`src/design/ebd_pkg.sv`:
```
package ebd_pkg;
  // ==========================================================
  // area codes from physical address bits 28..26
  localparam int          AREA_LSB   = 26;
  localparam int          AREA_MSB   = 28;
  localparam logic [2:0]  AREA0_CODE = 3'h0;
  localparam logic [2:0]  AREA1_CODE = 3'h1;
  localparam logic [2:0]  AREA2_CODE = 3'h2;
  localparam logic [2:0]  AREA3_CODE = 3'h3;
  localparam logic [2:0]  AREA4_CODE = 3'h4;
  // ==========================================================
  // size encodings (mode pins and size fields)
  localparam logic [1:0]  SZ_BYTE    = 2'h1;
  localparam logic [1:0]  SZ_WORD    = 2'h2;
  localparam logic [1:0]  SZ_LONG    = 2'h3;
  localparam logic [1:0]  SZ_BUS32   = 2'h0;
  // ==========================================================
  // wait limits
  localparam logic [3:0]  WAIT_MAX_LONG  = 4'ha;
  localparam logic [3:0]  WAIT_MAX_SHORT = 4'h3;
  localparam logic [3:0]  BURST_PITCH_MIN = 4'h2;
  localparam logic [3:0]  BURST_PITCH_MAX = 4'ha;
  localparam logic [3:0]  RESET_WAIT     = 4'h0;
endpackage

```
`src/design/ebd_wait_map.sv`:
```
// ==========================================================
// maps a wait field to a saturated wait count
module ebd_wait_map #(
  parameter logic [3:0] MAX_WAIT = 4'ha
) (
  input  wire logic [2:0] waitField,
  output wire logic [3:0] waitCount
);
  // fields beyond the documented span clamp rather than overrun
  assign waitCount = ({1'b0, waitField} > MAX_WAIT) ? MAX_WAIT : {1'b0, waitField};
endmodule

```
`src/design/ebd_bridge.sv`:
```
module ebd_bridge (
  input  wire logic        clk_sys,
  input  wire logic        rst,
  // request from internal bus
  input  wire logic        reqValid,
  input  wire logic [31:0] reqAddr,
  input  wire logic [1:0]  reqSize,
  input  wire logic        reqWrite,
  input  wire logic [31:0] reqWdata,
  input  wire logic        burstEn,
  output logic             reqReady,
  output logic             rspValid,
  output logic [31:0]      rspRdata,
  output logic             periphSel,
  // configuration bits
  input  wire logic        width_mode_pin_low,
  input  wire logic        width_mode_pin_high,
  input  wire logic [2:0]  area0_wait_field,
  input  wire logic        area2_wait_field_high,
  input  wire logic        area2_wait_field_low,
  input  wire logic        area3_wait_field_high,
  input  wire logic        area3_wait_field_low,
  input  wire logic [2:0]  area4_wait_field,
  input  wire logic        area2_size_field_high,
  input  wire logic        area2_size_field_low,
  input  wire logic        area3_size_field_high,
  input  wire logic        area3_size_field_low,
  input  wire logic [1:0]  sdramAreas,
  input  wire logic [3:0]  sdramColBits,
  input  wire logic [3:0]  area4Size,
  // external pins
  output logic [25:0]      extAddr,
  output logic [31:0]      extDout,
  output logic             extDoe,
  input  wire logic [31:0] extDin,
  output logic             area0_chip_select_n,
  output logic             area2_chip_select_n,
  output logic             area3_chip_select_n,
  output logic             area4_chip_select_n,
  output logic             readStrobe_n,
  output logic [3:0]       byte_write_strobes_n,
  output logic             row_strobe_upper_n,
  output logic             row_strobe_lower_n,
  output logic             column_strobe_upper_n,
  output logic             column_strobe_lower_n,
  output logic             sdramReadNotWrite,
  output logic             byte_mask_lane0,
  output logic             byte_mask_lane1,
  output logic             byte_mask_lane2,
  output logic             byte_mask_lane3,
  output logic             burstPitchTick
);
  typedef enum logic [1:0] {EBD_IDLE, EBD_ACCESS, EBD_DONE} ebd_state_t;

  // ==========================================================
  // synchronise the mode pins, they come from the board
  logic [1:0] modeMeta_q;
  logic [1:0] modeSync_q;
  always_ff @(posedge clk_sys or posedge rst) begin
    if (rst) begin
      modeMeta_q <= 2'h0;
      modeSync_q <= 2'h0;
    end else begin
      modeMeta_q <= {width_mode_pin_high, width_mode_pin_low};
      modeSync_q <= modeMeta_q;
    end
  end

  // ==========================================================
  // area decode; bits 31..29 never looked at so shadows alias
  wire logic [2:0] areaCode = reqAddr[ebd_pkg::AREA_MSB:ebd_pkg::AREA_LSB];
  wire logic hitA0 = areaCode == ebd_pkg::AREA0_CODE;
  wire logic hitA1 = areaCode == ebd_pkg::AREA1_CODE;
  wire logic hitA2 = areaCode == ebd_pkg::AREA2_CODE;
  wire logic hitA3 = areaCode == ebd_pkg::AREA3_CODE;
  wire logic hitA4 = areaCode == ebd_pkg::AREA4_CODE;
  wire logic hitSd = (hitA2 & sdramAreas[0]) | (hitA3 & sdramAreas[1]);

  // ==========================================================
  // port width per area; mode pins only feed area 0
  wire logic [1:0] a2Sz = {area2_size_field_high, area2_size_field_low};
  wire logic [1:0] a3Sz = {area3_size_field_high, area3_size_field_low};
  wire logic [1:0] busWidth =
      hitA0 ? modeSync_q :
      hitA2 ? a2Sz :
      hitA3 ? a3Sz :
      area4Size[1:0];

  // ==========================================================
  // wait counts per area; areas 0 and 4 clamped to the documented span, areas 2 and 3 used as given
  logic [3:0] wA0;
  logic [3:0] wA4;
  ebd_wait_map #(.MAX_WAIT(ebd_pkg::WAIT_MAX_LONG)) uWait0 (
    .waitField (area0_wait_field),
    .waitCount (wA0)
  );
  ebd_wait_map #(.MAX_WAIT(ebd_pkg::WAIT_MAX_LONG)) uWait4 (
    .waitField (area4_wait_field),
    .waitCount (wA4)
  );
  wire logic [3:0] wA2 = {2'h0, area2_wait_field_high, area2_wait_field_low};
  wire logic [3:0] wA3 = {2'h0, area3_wait_field_high, area3_wait_field_low};
  wire logic [3:0] waitSel = hitA0 ? wA0 : hitA2 ? wA2 : hitA3 ? wA3 : hitA4 ? wA4 :
                             ebd_pkg::RESET_WAIT;

  // ==========================================================
  // number of narrow beats for a request on this port
  wire logic [2:0] beatsNeeded =
      (busWidth == ebd_pkg::SZ_BYTE) ?
        ((reqSize == ebd_pkg::SZ_LONG) ? 3'h4 :
         (reqSize == ebd_pkg::SZ_WORD) ? 3'h2 : 3'h1) :
      (busWidth == ebd_pkg::SZ_WORD) ?
        ((reqSize == ebd_pkg::SZ_LONG) ? 3'h2 : 3'h1) : 3'h1;

  // ==========================================================
  // latched request
  ebd_state_t  state_q;
  logic [31:0] addr_q;
  logic [1:0]  size_q;
  logic [1:0]  width_q;
  logic        write_q;
  logic [31:0] wdata_q;
  logic [31:0] rdata_q;
  logic [3:0]  waitLoad_q;
  logic [3:0]  waitCnt_q;
  logic [2:0]  beat_q;
  logic [2:0]  beats_q;
  logic        a0_q;
  logic        a2_q;
  logic        a3_q;
  logic        a4_q;
  logic        sd_q;
  logic        burst_q;
  logic        capEn_q;
  wire logic extHit = hitA0 | hitA2 | hitA3 | hitA4;
  wire logic accept = reqValid & ~reqReady & (state_q == EBD_IDLE); // valid stands while ready shows
  wire logic beatEnd = (state_q == EBD_ACCESS) & (waitCnt_q == ebd_pkg::RESET_WAIT);
  wire logic lastBeat = beat_q == (beats_q - 3'h1);
  wire logic [3:0] burstLoad = (waitLoad_q < ebd_pkg::BURST_PITCH_MIN - 4'h1) ?
      ebd_pkg::BURST_PITCH_MIN - 4'h1 : (waitLoad_q > ebd_pkg::BURST_PITCH_MAX - 4'h1) ?
      ebd_pkg::BURST_PITCH_MAX - 4'h1 : waitLoad_q;
  // byte offset of the current beat within the request
  wire logic [1:0] beatOff = (width_q == ebd_pkg::SZ_BYTE) ? beat_q[1:0] :
                             (width_q == ebd_pkg::SZ_WORD) ? {beat_q[0], 1'b0} : 2'h0;
  wire logic [1:0] curLow = 2'(addr_q[1:0] + beatOff);
  // pins show a beat one clock after the sequencer moves on; reads follow the pins
  wire logic [2:0] pinBeat = (state_q == EBD_DONE) ? beat_q : beat_q - 3'h1;
  wire logic [1:0] rdOff = (width_q == ebd_pkg::SZ_BYTE) ? pinBeat[1:0] :
                           (width_q == ebd_pkg::SZ_WORD) ? {pinBeat[0], 1'b0} : 2'h0;
  // ==========================================================
  // lane steering: source byte for this beat and target lane
  wire logic [7:0]  srcByte = wdata_q[{beatOff, 3'h0} +: 8];
  wire logic [15:0] srcHalf = wdata_q[{beatOff[1], 4'h0} +: 16];
  logic [31:0] laneData;
  logic [3:0]  laneEn;
  always_comb begin
    laneData = 32'h0000_0000;
    laneEn   = 4'h0;
    unique case (width_q)
      ebd_pkg::SZ_BYTE: begin
        laneData = {24'h00_0000, srcByte};
        laneEn   = 4'h1;
      end
      ebd_pkg::SZ_WORD: begin
        if (size_q == ebd_pkg::SZ_BYTE) begin
          laneData = curLow[0] ? {16'h0000, srcByte, 8'h00} : {24'h00_0000, srcByte};
          laneEn   = curLow[0] ? 4'h2 : 4'h1;
        end else begin
          laneData = {16'h0000, srcHalf};
          laneEn   = 4'h3;
        end
      end
      default: begin
        laneData = wdata_q << {addr_q[1:0], 3'h0};
        laneEn   = (size_q == ebd_pkg::SZ_BYTE) ? (4'h1 << addr_q[1:0]) :
                   (size_q == ebd_pkg::SZ_WORD) ? (addr_q[1] ? 4'hc : 4'h3) : 4'hf;
      end
    endcase
  end
  // read gather: lane(s) into result position for this beat
  wire logic [7:0] rdByte = (width_q == ebd_pkg::SZ_WORD && addr_q[0]) ? extDin[15:8] :
                            (width_q == ebd_pkg::SZ_BUS32) ? extDin[{addr_q[1:0], 3'h0} +: 8] :
                            extDin[7:0];
  logic [31:0] rdMerge;
  always_comb begin
    rdMerge = rdata_q;
    if (width_q == ebd_pkg::SZ_BYTE || size_q == ebd_pkg::SZ_BYTE) begin
      rdMerge[{rdOff, 3'h0} +: 8] = rdByte;
    end else if (width_q == ebd_pkg::SZ_WORD) begin
      rdMerge[{rdOff[1], 4'h0} +: 16] = extDin[15:0];
    end else begin
      rdMerge = extDin >> {addr_q[1:0], 3'h0};
    end
  end
  // sdram row address: beat address shifted down by the column bits, no column phase
  wire logic [25:0] beatAddr = {addr_q[25:2], curLow};
  wire logic [25:0] muxAddr = beatAddr >> sdramColBits;
  // ==========================================================
  // sequencer: one beat per wait window, beats in ascending order
  always_ff @(posedge clk_sys or posedge rst) begin
    if (rst) begin
      state_q    <= EBD_IDLE;
      addr_q     <= 32'h0000_0000;
      size_q     <= 2'h0;
      width_q    <= 2'h0;
      write_q    <= 1'b0;
      wdata_q    <= 32'h0000_0000;
      rdata_q    <= 32'h0000_0000;
      waitLoad_q <= ebd_pkg::RESET_WAIT;
      waitCnt_q  <= ebd_pkg::RESET_WAIT;
      beat_q     <= 3'h0;
      beats_q    <= 3'h1;
      a0_q       <= 1'b0;
      a2_q       <= 1'b0;
      a3_q       <= 1'b0;
      a4_q       <= 1'b0;
      sd_q       <= 1'b0;
      burst_q    <= 1'b0;
      capEn_q    <= 1'b0;
    end else begin
      capEn_q <= beatEnd & ~write_q; // capture when the pins hold the beat
      if (capEn_q) begin
        rdata_q <= rdMerge;
      end
      unique case (state_q)
        EBD_IDLE: begin
          if (accept && extHit) begin
            state_q    <= EBD_ACCESS;
            addr_q     <= reqAddr;
            size_q     <= reqSize;
            width_q    <= busWidth;
            write_q    <= reqWrite;
            wdata_q    <= reqWdata;
            rdata_q    <= 32'h0000_0000;
            waitLoad_q <= waitSel;
            waitCnt_q  <= waitSel;
            beat_q     <= 3'h0;
            beats_q    <= beatsNeeded;
            a0_q       <= hitA0;
            a2_q       <= hitA2;
            a3_q       <= hitA3;
            a4_q       <= hitA4;
            sd_q       <= hitSd;
            burst_q    <= burstEn & hitA0;
          end
        end
        EBD_ACCESS: begin
          if (!beatEnd) begin
            waitCnt_q <= waitCnt_q - 4'h1;
          end else begin
            if (lastBeat) begin
              state_q <= EBD_DONE;
            end else begin
              beat_q    <= beat_q + 3'h1;
              waitCnt_q <= burst_q ? burstLoad : waitLoad_q;
            end
          end
        end
        EBD_DONE: begin
          state_q <= EBD_IDLE;
        end
        default: state_q <= EBD_IDLE;
      endcase
    end
  end
  // ==========================================================
  // registered pin drive; strobes active low, masks active high
  wire logic act = state_q == EBD_ACCESS;
  wire logic ord = act & ~sd_q;
  always_ff @(posedge clk_sys or posedge rst) begin
    if (rst) begin
      extAddr               <= 26'h000_0000;
      extDout               <= 32'h0000_0000;
      extDoe                <= 1'b0;
      area0_chip_select_n   <= 1'b1;
      area2_chip_select_n   <= 1'b1;
      area3_chip_select_n   <= 1'b1;
      area4_chip_select_n   <= 1'b1;
      readStrobe_n          <= 1'b1;
      byte_write_strobes_n  <= 4'hf;
      row_strobe_upper_n    <= 1'b1;
      row_strobe_lower_n    <= 1'b1;
      column_strobe_upper_n <= 1'b1;
      column_strobe_lower_n <= 1'b1;
      sdramReadNotWrite     <= 1'b1;
      byte_mask_lane0       <= 1'b1;
      byte_mask_lane1       <= 1'b1;
      byte_mask_lane2       <= 1'b1;
      byte_mask_lane3       <= 1'b1;
      burstPitchTick        <= 1'b0;
      reqReady              <= 1'b0;
      rspValid              <= 1'b0;
      rspRdata              <= 32'h0000_0000;
      periphSel             <= 1'b0;
    end else begin
      extAddr               <= sd_q ? muxAddr : beatAddr;
      extDout               <= laneData;
      extDoe                <= act & write_q;
      area0_chip_select_n   <= ~(act & a0_q);
      area2_chip_select_n   <= ~(act & a2_q);
      area3_chip_select_n   <= ~(act & a3_q);
      area4_chip_select_n   <= ~(act & a4_q);
      readStrobe_n          <= ~(ord & ~write_q);
      byte_write_strobes_n  <= ~({4{ord & write_q}} & laneEn);
      row_strobe_upper_n    <= ~(act & sd_q);
      row_strobe_lower_n    <= ~(act & sd_q);
      column_strobe_upper_n <= ~(beatEnd & sd_q);
      column_strobe_lower_n <= ~(beatEnd & sd_q);
      sdramReadNotWrite     <= ~(act & sd_q & write_q);
      byte_mask_lane0       <= ~(act & sd_q & laneEn[0]);
      byte_mask_lane1       <= ~(act & sd_q & laneEn[1]);
      byte_mask_lane2       <= ~(act & sd_q & laneEn[2]);
      byte_mask_lane3       <= ~(act & sd_q & laneEn[3]);
      // burst pitch: one tick per beat, i.e. wait count clamped to 1..9 plus 1 clock
      burstPitchTick        <= beatEnd & burst_q;
      reqReady              <= accept;
      rspValid              <= (state_q == EBD_DONE) | (accept & hitA1);
      rspRdata              <= (state_q == EBD_DONE && capEn_q) ? rdMerge : 32'h0000_0000;
      periphSel             <= accept & hitA1;
    end
  end
endmodule

```
`config.mk`:
```
export PLATFORM = sky130hd
export DESIGN_NAME = ebd_bridge
export DESIGN_NICKNAME = d
export VERILOG_FILES = /design/src/design/ebd_pkg.sv /design/src/design/ebd_wait_map.sv /design/src/design/ebd_bridge.sv
export SDC_FILE = /design/constraint.sdc
export NUM_CORES = 1
export LEC_CHECK = 0
export BUFFER_PORTS_ARGS = -buffer_cell sky130_fd_sc_hd__buf_2
export CAP_MARGIN = 5
export CORE_ASPECT_RATIO = 0.8
export CORE_UTILIZATION = 40
export DETAILED_ROUTE_END_ITERATION = 8
export PLACE_DENSITY = 0.58
export SYNTH_ARGS = -nofsm -noshare
export SYNTH_HDL_FRONTEND = slang
export SYNTH_HIERARCHICAL = 1
export SYNTH_SLANG_ARGS = --single-unit
```
`constraint.sdc`:
```
create_clock -name clk_sys -period 10.79 [get_ports clk_sys]
set_input_delay 1.079 -clock clk_sys [delete_from_list [all_inputs] [get_ports clk_sys]]
set_output_delay 1.079 -clock clk_sys [all_outputs]
set_load 0.05 [all_outputs]
```
==> flow_summary.toml, run 1 <==
[status]
run_status = "completed"

[routing]
vias_cell = 5.758
wl_um = 42980
drt-initial-drc-count = 1259
drc_errors = 0
drt-wirelength-per-cell_um = 20.90
vias_after_detailed_routing = 11840
ant_nets = 0
drt-pass1-iter-count = 5

[synthesis]
yosys.area.top_type = "sky130_fd_sc_hd__dfrtp_1"
syn_nets = 1588
yosys_register_bits = 233
synth_area_per_cell_sq_um = 9.073
post_synth_and_or_nand_nor_area_fraction = 0.1795
synth_edf_count = 0
synth-async-reset-ratio = 1.000
synthesis.area_sq_um = 13140
synth_most_common_cell = "sky130_fd_sc_hd__nand2_1"
post_synth_fa_ha_maj_area_fraction = 0.01048
synthTopCellsByArea = "sky130_fd_sc_hd__dfrtp_1 41%, sky130_fd_sc_hd__nand2_1 8.8%, sky130_fd_sc_hd__mux2i_1 5.5%, sky130_fd_sc_hd__dfstp_2 3.4%, sky130_fd_sc_hd__a21oi_1 3.1%"
synth.area.mux_share = 0.09600
combinational_family_with_the_most_area_after_synthesis = "compound AO/OA/AOI/OAI gates"
synth_cell_count_leaders = "309 x sky130_fd_sc_hd__nand2_1, 216 x sky130_fd_sc_hd__dfrtp_1, 100 x sky130_fd_sc_hd__nor2_1"
post_synth_num_cell_types = 80
yosysSeqAreaShare = 0.4454
synthCells = 1448
yosys_most_used_dff = "sky130_fd_sc_hd__dfrtp_1"
synth_top_cell_area_share = 0.4114
synth_xor_xnor_area_share = 0.009333
yosys_warnings = 6
synth-compound-area-share = 0.2068

[worst_setup_path]
critPathKind = "register to register"
critical_path.slowest_cell = "sky130_fd_sc_hd__clkinv_1"
worstSetupStartpointType = "register"
worstReg2RegStart = "width_q[1]"
crit_family = "simple AND/OR/NAND/NOR gates"
critPathCaptureType = "register"
critPathMaxStageDelay_ns = 0.67
crit_path_frequent_cell = "sky130_fd_sc_hd__ha_1"
r2r.worst_path.cells = 11
critical_path_buf_inv_count = 2
capture_instance_of_the_worst_register_to_register_path = "rspRdata[10]"
worstPathCellList = "inv_1 -> ha_1 -> clkinv_1 -> nand2_1 -> o21ai_0 -> ha_1 -> nor2_1 -> nand4_1 -> o2bb2ai_1 -> a211oi_1 -> nor4b_1"
worstPathMaxFanout = 18
critical_path_rt_ns = 11.20
reg2reg_slack_ns = 6.02
critical_path_arrival_ns = 5.17

[timing]
skew_ns = 0.01619
tightestPinTransition_ns = 1.041
achievable-frequency_mhz = 209.8
timing.setup.tns_ns = 0
min_hold_slack_ns = 0.3498
hold_violation_total_from_the_final_report = 0
max-slew-margin-rel = 0.2879
rsz0062_at_grt = "no"
min_period_ns = 4.765
timing.final.setup_violations = 0
postLayoutSetupSlackWorst_ns = 6.025
final_cycle_share = 0.4417
slew_violations = 0

[power]
swShare = 0.4878
cellInternalPower_mw = 2.548
p_leak_nw = 7.274
pwr_density_cell_nw_per_um2 = 324.0
total_power_mw = 4.975
netSwitchingPower_mw = 2.427
max-vdd-ir-drop_uv = 226.8
clockPowerShare = 0.180
power.share.sequential = 0.291
power.share.combinational = 0.529

[die]
design.die.area_sq_um = 33580
initial_util = 0.4124
number_of_ports_placed_on_the_die_boundary = 242
core_sq_um = 31860
placement_rows = 58
fp.dieW_um = 204.6
die_extent_in_y_um = 164.1

[hold_path]
launch_point_of_the_worst_hold_path = "modeMeta_q[1]"
worst_hold_path.endpoint = "modeSync_q[1]"
hold_path_class = "register to register"
holdPathStages = 0

[final_layout]
final_cell_area_sq_um = 15360
fillers = 3112
finish.utilization = 0.4821
flow.area_growth_from_synthesis_pct = 16.90
finalNetCount = 1755
final_cells = 2057
share_of_final_layout_standard_cells_stronger_than_drive_strength_1 = 0.2263

[clocking]
postCtsSetupRepairBufs = 0
numClockSinks = 233
clock_tree.root_cell = "sky130_fd_sc_hd__clkbuf_16"
post_cts_resize_count = 0
clk_transition_reported_paths_ns = 0.06
tritoncts.num_buffers = 26
cts_htree_levels = 1
source_to_sink_clock_delay_at_the_later_pin_of_the_worst_skew_pair_ns = 0.56
tritoncts_clock_tree = "yes"
ctsHoldBuffers = 0
clk_path_buf_depth = 3

[global_routing]
grt.total_usage = 0.2537
grt_start_max_net_pins = 111
grt_first_pass_wirelength_um = 65480
antenna_found_initial = 3
gr-total-overflow = 0
grt_pass1_vias = 10970

[placement]
port-buffer-count = 236
place_worst_setup_slack_ns = 6.176
detailedPlacementHpwl_um = 29870
instance_area_at_placement_sq_um = 14500
gpl.final_weighted_congestion = 0.9535
placed_cells = 2007

[job]
maxCapViolations = 0
how the worst max path moves through the flow:
stage                    to  cells past startpoint       start
6_report       rspRdata[10]                     11  width_q[1]
5_1_grt        rspRdata[10]                     11  width_q[1]
4_1_cts        rspRdata[10]                     11  width_q[1]
3_5_place_dp   rspRdata[10]                     11  width_q[1]
3_3_place_gp   rspRdata[10]                     11  width_q[1]
2_1_floorplan          a0_q                      1         rst
registers in the layout, indices dropped and copies added (netlist names), 2 cells and up:
register              flops
extAddr                  26
modeSync_q                2
width_q                   2
modeMeta_q                2
extDout                  32
byte_write_strobes_n      4
state_q                   2
rdata_q                  32
addr_q                   26
beat_q                    3
size_q                    2
rspRdata                 32
beats_q                   3
wdata_q                  32
waitCnt_q                 4
waitLoad_q                4
kinds of logic after synthesis:
family / after synthesis
other: 2
flip-flops: 233
multiplexers: 104
AND/OR/NAND/NOR: 536
buffers and inverters: 162
adder cells (fa/ha/maj): 11
AO/OA/AOI/OAI: 389
XOR/XNOR: 11
layout make-up:
| class | count | area [sq um] | area share |
|---|---|---|---|
| antenna | 2 | 5.005 | 0.0003259 |
| clock buffer | 34 | 710.7 | 0.04628 |
| clock inverter | 14 | 146.4 | 0.009532 |
| inverter | 50 | 196.4 | 0.01279 |
| multi-input combinational | 1053 | 6625 | 0.4314 |
| sequential | 233 | 5854 | 0.3812 |
| tap | 420 | 525.5 | 0.03422 |
| timing repair buffer | 251 | 1294 | 0.08424 |
layout by cell type, fill, tap and decap left out, drive strengths merged, types with 5 or more instances in the layout:
cell     count
a21boi       8
a2111oi     26
o21a         5
a32oi        9
nor4b        6
inv         50
mux4        16
nor2       102
o31ai       13
o22ai       18
mux2        16
a2bb2oi      6
nand4        6
xnor2        8
nor3         9
o221ai      12
a21oi       81
o21ai       66
ha          11
nand2      310
dfrtp      216
a211oi      52
nand2b      22
a222oi       9
clkbuf      34
clkinv      10
a211o        7
nor2b       21
o2bb2ai     19
nand3       23
and2         9
a21o         9
o211ai      14
dfstp       17
mux2i       72
a31oi       11
buf        251
nand3b       7
metal layers:
layer / wire [um] / GRT usage
met5: 9 / 0
met4: 762 / 0.05495
met3: 4291 / 0.07063
met2: 17640 / 0.3438
met1: 20280 / 0.3930
power groups by stage:
stage / clock [mW] / sequential [mW] / combinational, mW
finish: 0.896 / 1.45 / 2.63
global route: 0.953 / 1.49 / 2.85
CTS: 0.921 / 1.44 / 2.59
detailed placement: 0 / 1.45 / 2.58
global placement: 0 / 1.45 / 2.56
floorplan: 0 / 1.72 / 1.60
(Power assumes the default switching activity.)
==> run 2: changes to the inputs <==
PLACE_DENSITY = 0.6   (was 0.58)
clock period = 3.9 ns   (was 10.79 ns; I/O delays follow)
==> run 2 against run 1 <==
Compared with the run above:
- the run now ends with design-rule violations left
- fmax rose by 40%
- non-clock buffer count rose by 21
- core utilization rose by 0.66 points
- global-route usage rose by 0.36 points
- clock skew rose by 0.0039 ns
- worst setup slack got worse by 5.5 ns
- worst hold slack got worse by 0.32 ns
- total power rose to 2.8 times the previous value
- critical endpoint is now rdata_q[19]
- largest power group unchanged
- highest routed layer unchanged
==> flow_summary.toml, run 2 (synthesized netlist as in run 1, its figures left out) <==
[timing]
final_cycle_share = 0.8743
timing.final.setup_violations = 0
hold_violation_total_from_the_final_report = 0
achievable-frequency_mhz = 293.3
min_period_ns = 3.410
skew_ns = 0.02009
slew_violations = 0
rsz0062_at_grt = "no"
max-slew-margin-rel = 0.3178
tightestPinTransition_ns = 0.9974
timing.setup.tns_ns = 0
postLayoutSetupSlackWorst_ns = 0.4904

[routing]
drt-wirelength-per-cell_um = 20.88
drt-initial-drc-count = 1114
vias_cell = 5.792
drt-pass1-iter-count = 9
wl_um = 43360
drc_errors = 3
vias_after_detailed_routing = 12030
ant_nets = 0

[worst_setup_path]
reg2reg_slack_ns = 0.49
cp-startpoint = "state_q[0]"
critPathCaptureType = "register"
r2r.worst_path.cells = 9
critPathKind = "register to register"
capture_instance_of_the_worst_register_to_register_path = "rdata_q[19]"
critical_path_arrival_ns = 3.88
worstPathMaxFanout = 9
worstSetupStartpointType = "register"
critical_path_rt_ns = 4.37
worstReg2RegStart = "state_q[0]"

[die]
fp.dieW_um = 204.6
initial_util = 0.4124
die_extent_in_y_um = 164.1
core_sq_um = 31860
design.die.area_sq_um = 33580
number_of_ports_placed_on_the_die_boundary = 242
placement_rows = 58

[hold_path]
worst_hold_path.endpoint = "write_q"
hold_path_class = "primary input to register"
launch_point_of_the_worst_hold_path = "reqWrite"
holdPathStages = 3

[final_layout]
finalNetCount = 1776
share_of_final_layout_standard_cells_stronger_than_drive_strength_1 = 0.2343
final_cell_area_sq_um = 15570
flow.area_growth_from_synthesis_pct = 18.50
layout_common_cells = "309 x sky130_fd_sc_hd__nand2_1, 236 x sky130_fd_sc_hd__buf_2, 214 x sky130_fd_sc_hd__dfrtp_1"
final_cells = 2077
layout.cells.most_common = "sky130_fd_sc_hd__nand2_1"

[clocking]
clk_path_buf_depth = 3
post_cts_resize_count = 0
cts_htree_levels = 1
source_to_sink_clock_delay_at_the_later_pin_of_the_worst_skew_pair_ns = 0.55
numClockSinks = 233
clock_tree.root_cell = "sky130_fd_sc_hd__clkbuf_16"
tritoncts.num_buffers = 26
clk_transition_reported_paths_ns = 0.06
tritoncts_clock_tree = "yes"
postCtsSetupRepairBufs = 0

[status]
violations = "design-rule violations"
run_status = "finished, violations left"

[power]
pwr_density_cell_nw_per_um2 = 895.1
p_leak_nw = 7.382
max-vdd-ir-drop_uv = 621.5

[placement]
instance_area_at_placement_sq_um = 14660
place_worst_setup_slack_ns = 0.6355
gpl.final_weighted_congestion = 0.9649
port-buffer-count = 236
placed_cells = 2025
detailedPlacementHpwl_um = 31060

[global_routing]
antenna_found_initial = 3
grt.total_usage = 0.2573
grt_pass1_vias = 11160
grt_first_pass_wirelength_um = 66550
gr-total-overflow = 0
grt_start_max_net_pins = 74

[job]
maxCapViolations = 0
[run 2: cell count changes in the layout (fill, tap and decap cells not counted), moves of 2 or more]
| cell | delta |
|---|---|
| sky130_fd_sc_hd__inv_8 | -2 |
| sky130_fd_sc_hd__clkbuf_8 | +5 |
| sky130_fd_sc_hd__clkinv_2 | -4 |
| sky130_fd_sc_hd__dlygate4sd3_1 | +3 |
| sky130_fd_sc_hd__buf_12 | +3 |
| sky130_fd_sc_hd__buf_4 | +15 |
| sky130_fd_sc_hd__clkinvlp_4 | +2 |
[run 2: how the worst max path moves through the flow]
stage	cells past startpoint	to
floorplan	1	a0_q
global placement	9	rspRdata[9]
detailed placement	9	rdata_q[21]
CTS	8	rspRdata[22]
global route	9	rdata_q[19]
finish	9	rdata_q[19]
[run 2: repair_timing]
item                                    CTS  global route
hold buffers                              3             0
hold endpoints to repair                 13             0
endpoints found under the setup margin    0             0
[run 2: cell type report]
type                            count  area, sq um
Clock buffer                       39        779.5
Inverter                           50        192.7
Fill cell                        3016        16290
Tap cell                          420        525.5
Sequential cell                   233         5854
Multi-Input combinational cell   1053         6625
Antenna cell                        1        2.502
Timing Repair Buffer              272         1496
Clock inverter                      9        92.59
[run 2: worst max-delay path: stages (launching register included)]
cell	delay [ns]
sky130_fd_sc_hd__dfrtp_1	0.46
sky130_fd_sc_hd__nand2b_1	0.36
sky130_fd_sc_hd__xnor2_4	0.41
sky130_fd_sc_hd__o21ai_0	0.24
sky130_fd_sc_hd__ha_1	0.38
sky130_fd_sc_hd__nor2_1	0.33
sky130_fd_sc_hd__nand4_1	0.47
sky130_fd_sc_hd__a21oi_1	0.37
sky130_fd_sc_hd__o21ai_0	0.12
sky130_fd_sc_hd__a21oi_1	0.19
[run 2: metrics by stage]
| step | total power [mW] | util | hold WS (ns) |
|---|---|---|---|
| after floorplan | 9.210 | - | 0.3312 |
| after global placement | 11.24 | 0.4603 | 0.3362 |
| after detailed placement | 11.32 | 0.4603 | 0.3451 |
| after CTS | 13.86 | 0.4886 | 0.001551 |
| after global routing | 14.75 | 0.4886 | 0.02605 |
| final | 13.93 | 0.4887 | 0.03368 |
[run 2: power by group]
part / leakage [nW] / switching (mW) / total [mW] / internal [mW]
Clock: 0.421 / 1.03 / 2.48 / 1.45
Combinational: 3.98 / 4.96 / 7.39 / 2.43
Sequential: 2.99 / 0.773 / 4.06 / 3.29
[run 2: metal layers]
metal  global-route usage  wire [um]  vias up
li1                     -          -     5544
met1               0.4114      20930     5816
met2               0.3447      17640      612
met3              0.06190       4168       53
met4              0.04647        609        4
met5                    0         18        -
==> run 3: changes to the inputs <==
CORE_MARGIN = 2   (was unset)
RECOVER_POWER = 25   (was unset)
==> run 3 against run 2 <==
Compared with the run above:
- first-iteration DRC count increased by 15%
- total power is 0.53% higher
- sequential power about the same
- final area rose by 0.14%
- critical path depth is 4 higher
- routed wire length is essentially flat
- largest cell class unchanged
- the flow finishes with violations (max-capacitance violations, max-slew violations)
- sequential share of layout area is 0.051 points lower
- clock skew is 0.0078 ns lower
==> flow_summary.toml, run 3 (synthesized netlist as in run 1, its figures left out) <==
[clocking]
postCtsSetupRepairBufs = 0
clock_tree.root_cell = "sky130_fd_sc_hd__clkbuf_16"
source_to_sink_clock_delay_at_the_later_pin_of_the_worst_skew_pair_ns = 0.55
numClockSinks = 233
ctsHoldBuffers = 3
post_cts_resize_count = 0
tritoncts_clock_tree = "yes"
cts_htree_levels = 1
clk_transition_reported_paths_ns = 0.06
clk_path_buf_depth = 3
tritoncts.num_buffers = 27

[final_layout]
flow.area_growth_from_synthesis_pct = 18.67
layout.cells.most_common = "sky130_fd_sc_hd__nand2_1"
share_of_final_layout_standard_cells_stronger_than_drive_strength_1 = 0.2349
final_cell_area_sq_um = 15590
finalNetCount = 1775
layout_common_cells = "309 x sky130_fd_sc_hd__nand2_1, 235 x sky130_fd_sc_hd__buf_2, 214 x sky130_fd_sc_hd__dfrtp_1"

[placement]
detailedPlacementHpwl_um = 30880
instance_area_at_placement_sq_um = 14660
gpl.final_weighted_congestion = 0.9688
port-buffer-count = 236

[routing]
drt-pass1-iter-count = 6
drt-initial-drc-count = 1277
drc_errors = 0
drt-wirelength-per-cell_um = 20.80
vias_cell = 5.699
vias_after_detailed_routing = 11880
wl_um = 43360
ant_nets = 0

[die]
number_of_ports_placed_on_the_die_boundary = 242
core_sq_um = 32410
fp.dieW_um = 206.6
placement_rows = 59
initial_util = 0.4054
die_extent_in_y_um = 166.1
design.die.area_sq_um = 34320

[status]
violations = "max-capacitance violations, max-slew violations"
run_status = "finished, violations left"

[timing]
min_hold_slack_ns = 0.03149
timing.setup.tns_ns = 0
slew_violations = 33
hold_violation_total_from_the_final_report = 0
skew_ns = 0.01229
min_period_ns = 3.474
rsz0062_at_grt = "no"
tightestPinTransition_ns = 1.516
final_cycle_share = 0.8909
max-slew-margin-rel = -0.01095
timing.final.setup_violations = 0
achievable-frequency_mhz = 287.8

[worst_setup_path]
critPathCaptureType = "register"
critical_path_arrival_ns = 3.90
worstSetupStartpointType = "register"
critical_path_rt_ns = 4.33
worstPathMaxFanout = 13
critPathKind = "register to register"

[power]
swShare = 0.4832
power.share.sequential = 0.289
pwr_density_cell_nw_per_um2 = 898.6
clockPowerShare = 0.184
cellInternalPower_mw = 7.240
power.share.combinational = 0.527
p_leak_nw = 7.382
max-vdd-ir-drop_uv = 582.4
netSwitchingPower_mw = 6.770

[job]
maxCapViolations = 1

[global_routing]
grt.total_usage = 0.2527
grt_start_max_net_pins = 120
gr-total-overflow = 0
antenna_found_initial = 4
grt_pass1_vias = 11370
grt_first_pass_wirelength_um = 67340

[hold_path]
hold_path_class = "primary input to register"
## run 3: layout make-up
| type | instances | area (sq um) |
|---|---|---|
| Fill cell | 3129 | 16820 |
| Tap cell | 427 | 534.3 |
| Sequential cell | 233 | 5854 |
| Timing Repair Buffer | 270 | 1469 |
| Inverter | 50 | 190.2 |
| Antenna cell | 2 | 5.005 |
| Clock inverter | 21 | 209.0 |
| Multi-Input combinational cell | 1053 | 6625 |
| Clock buffer | 29 | 703.2 |
## run 3: power by group through the flow
stage                     Sequential (mW)  Clock, mW  Combinational (mW)
after detailed placement             4.06          0                7.29
after global routing                 4.16       2.76                8.04
after floorplan                      4.77          0                4.44
after CTS                            4.03       2.64                7.32
final                                4.05       2.58                7.38
after global placement               4.05          0                7.22
## run 3: through the flow
stage	total power, mW	cells	setup slack [ns]	util
detailed placement	11.35	2030	0.5406	0.4523
finish	14.01	2085	0.4257	0.4811
floorplan	9.210	1448	0.4740	-
CTS	14.00	2083	0.5084	0.4814
global route	14.96	2085	0.1447	0.4811
global placement	11.26	2030	0.6070	0.4523
## run 3: layer usage
| metal | track usage | vias to the layer above | part of all wire |
|---|---|---|---|
| li1 | - | 5549 | - |
| met1 | 0.4093 | 5737 | 0.48 |
| met2 | 0.3407 | 544 | 0.41 |
| met3 | 0.05769 | 48 | 0.097 |
| met4 | 0.04565 | 4 | 0.015 |
| met5 | 0 | - | 0.00062 |
## run 3: worst max-delay path, stage by stage (launching register included)
cell                        delay [ns]
sky130_fd_sc_hd__dfrtp_1          0.38
sky130_fd_sc_hd__inv_1            0.10
sky130_fd_sc_hd__ha_1             0.35
sky130_fd_sc_hd__clkinv_1         0.18
sky130_fd_sc_hd__nand2_1          0.09
sky130_fd_sc_hd__buf_4            0.20
sky130_fd_sc_hd__o21ai_0          0.10
sky130_fd_sc_hd__buf_4            0.17
sky130_fd_sc_hd__ha_1             0.34
sky130_fd_sc_hd__nor2_1           0.35
sky130_fd_sc_hd__nand4_1          0.39
sky130_fd_sc_hd__o2bb2ai_1        0.25
sky130_fd_sc_hd__a211oi_1         0.08
sky130_fd_sc_hd__nor4b_1          0.37
## run 3: final timing paths
| kind | startpoint | endpoint | slack [ns] | cells past startpoint |
|---|---|---|---|---|
| hold / removal | reqAddr[6] | addr_q[6] | 0.03 | 3 |
| setup reg to reg | width_q[1] | rspRdata[10] | 0.43 | 13 |
| setup / recovery | width_q[1] | rspRdata[10] | 0.43 | 13 |
| hold reg to reg | modeMeta_q[0] | modeSync_q[0] | 0.35 | 0 |
| min in group asynchronous | rst | modeSync_q[1] | 0.33 | 3 |
| max in group asynchronous | rst | extDout[30] | 2.61 | 4 |
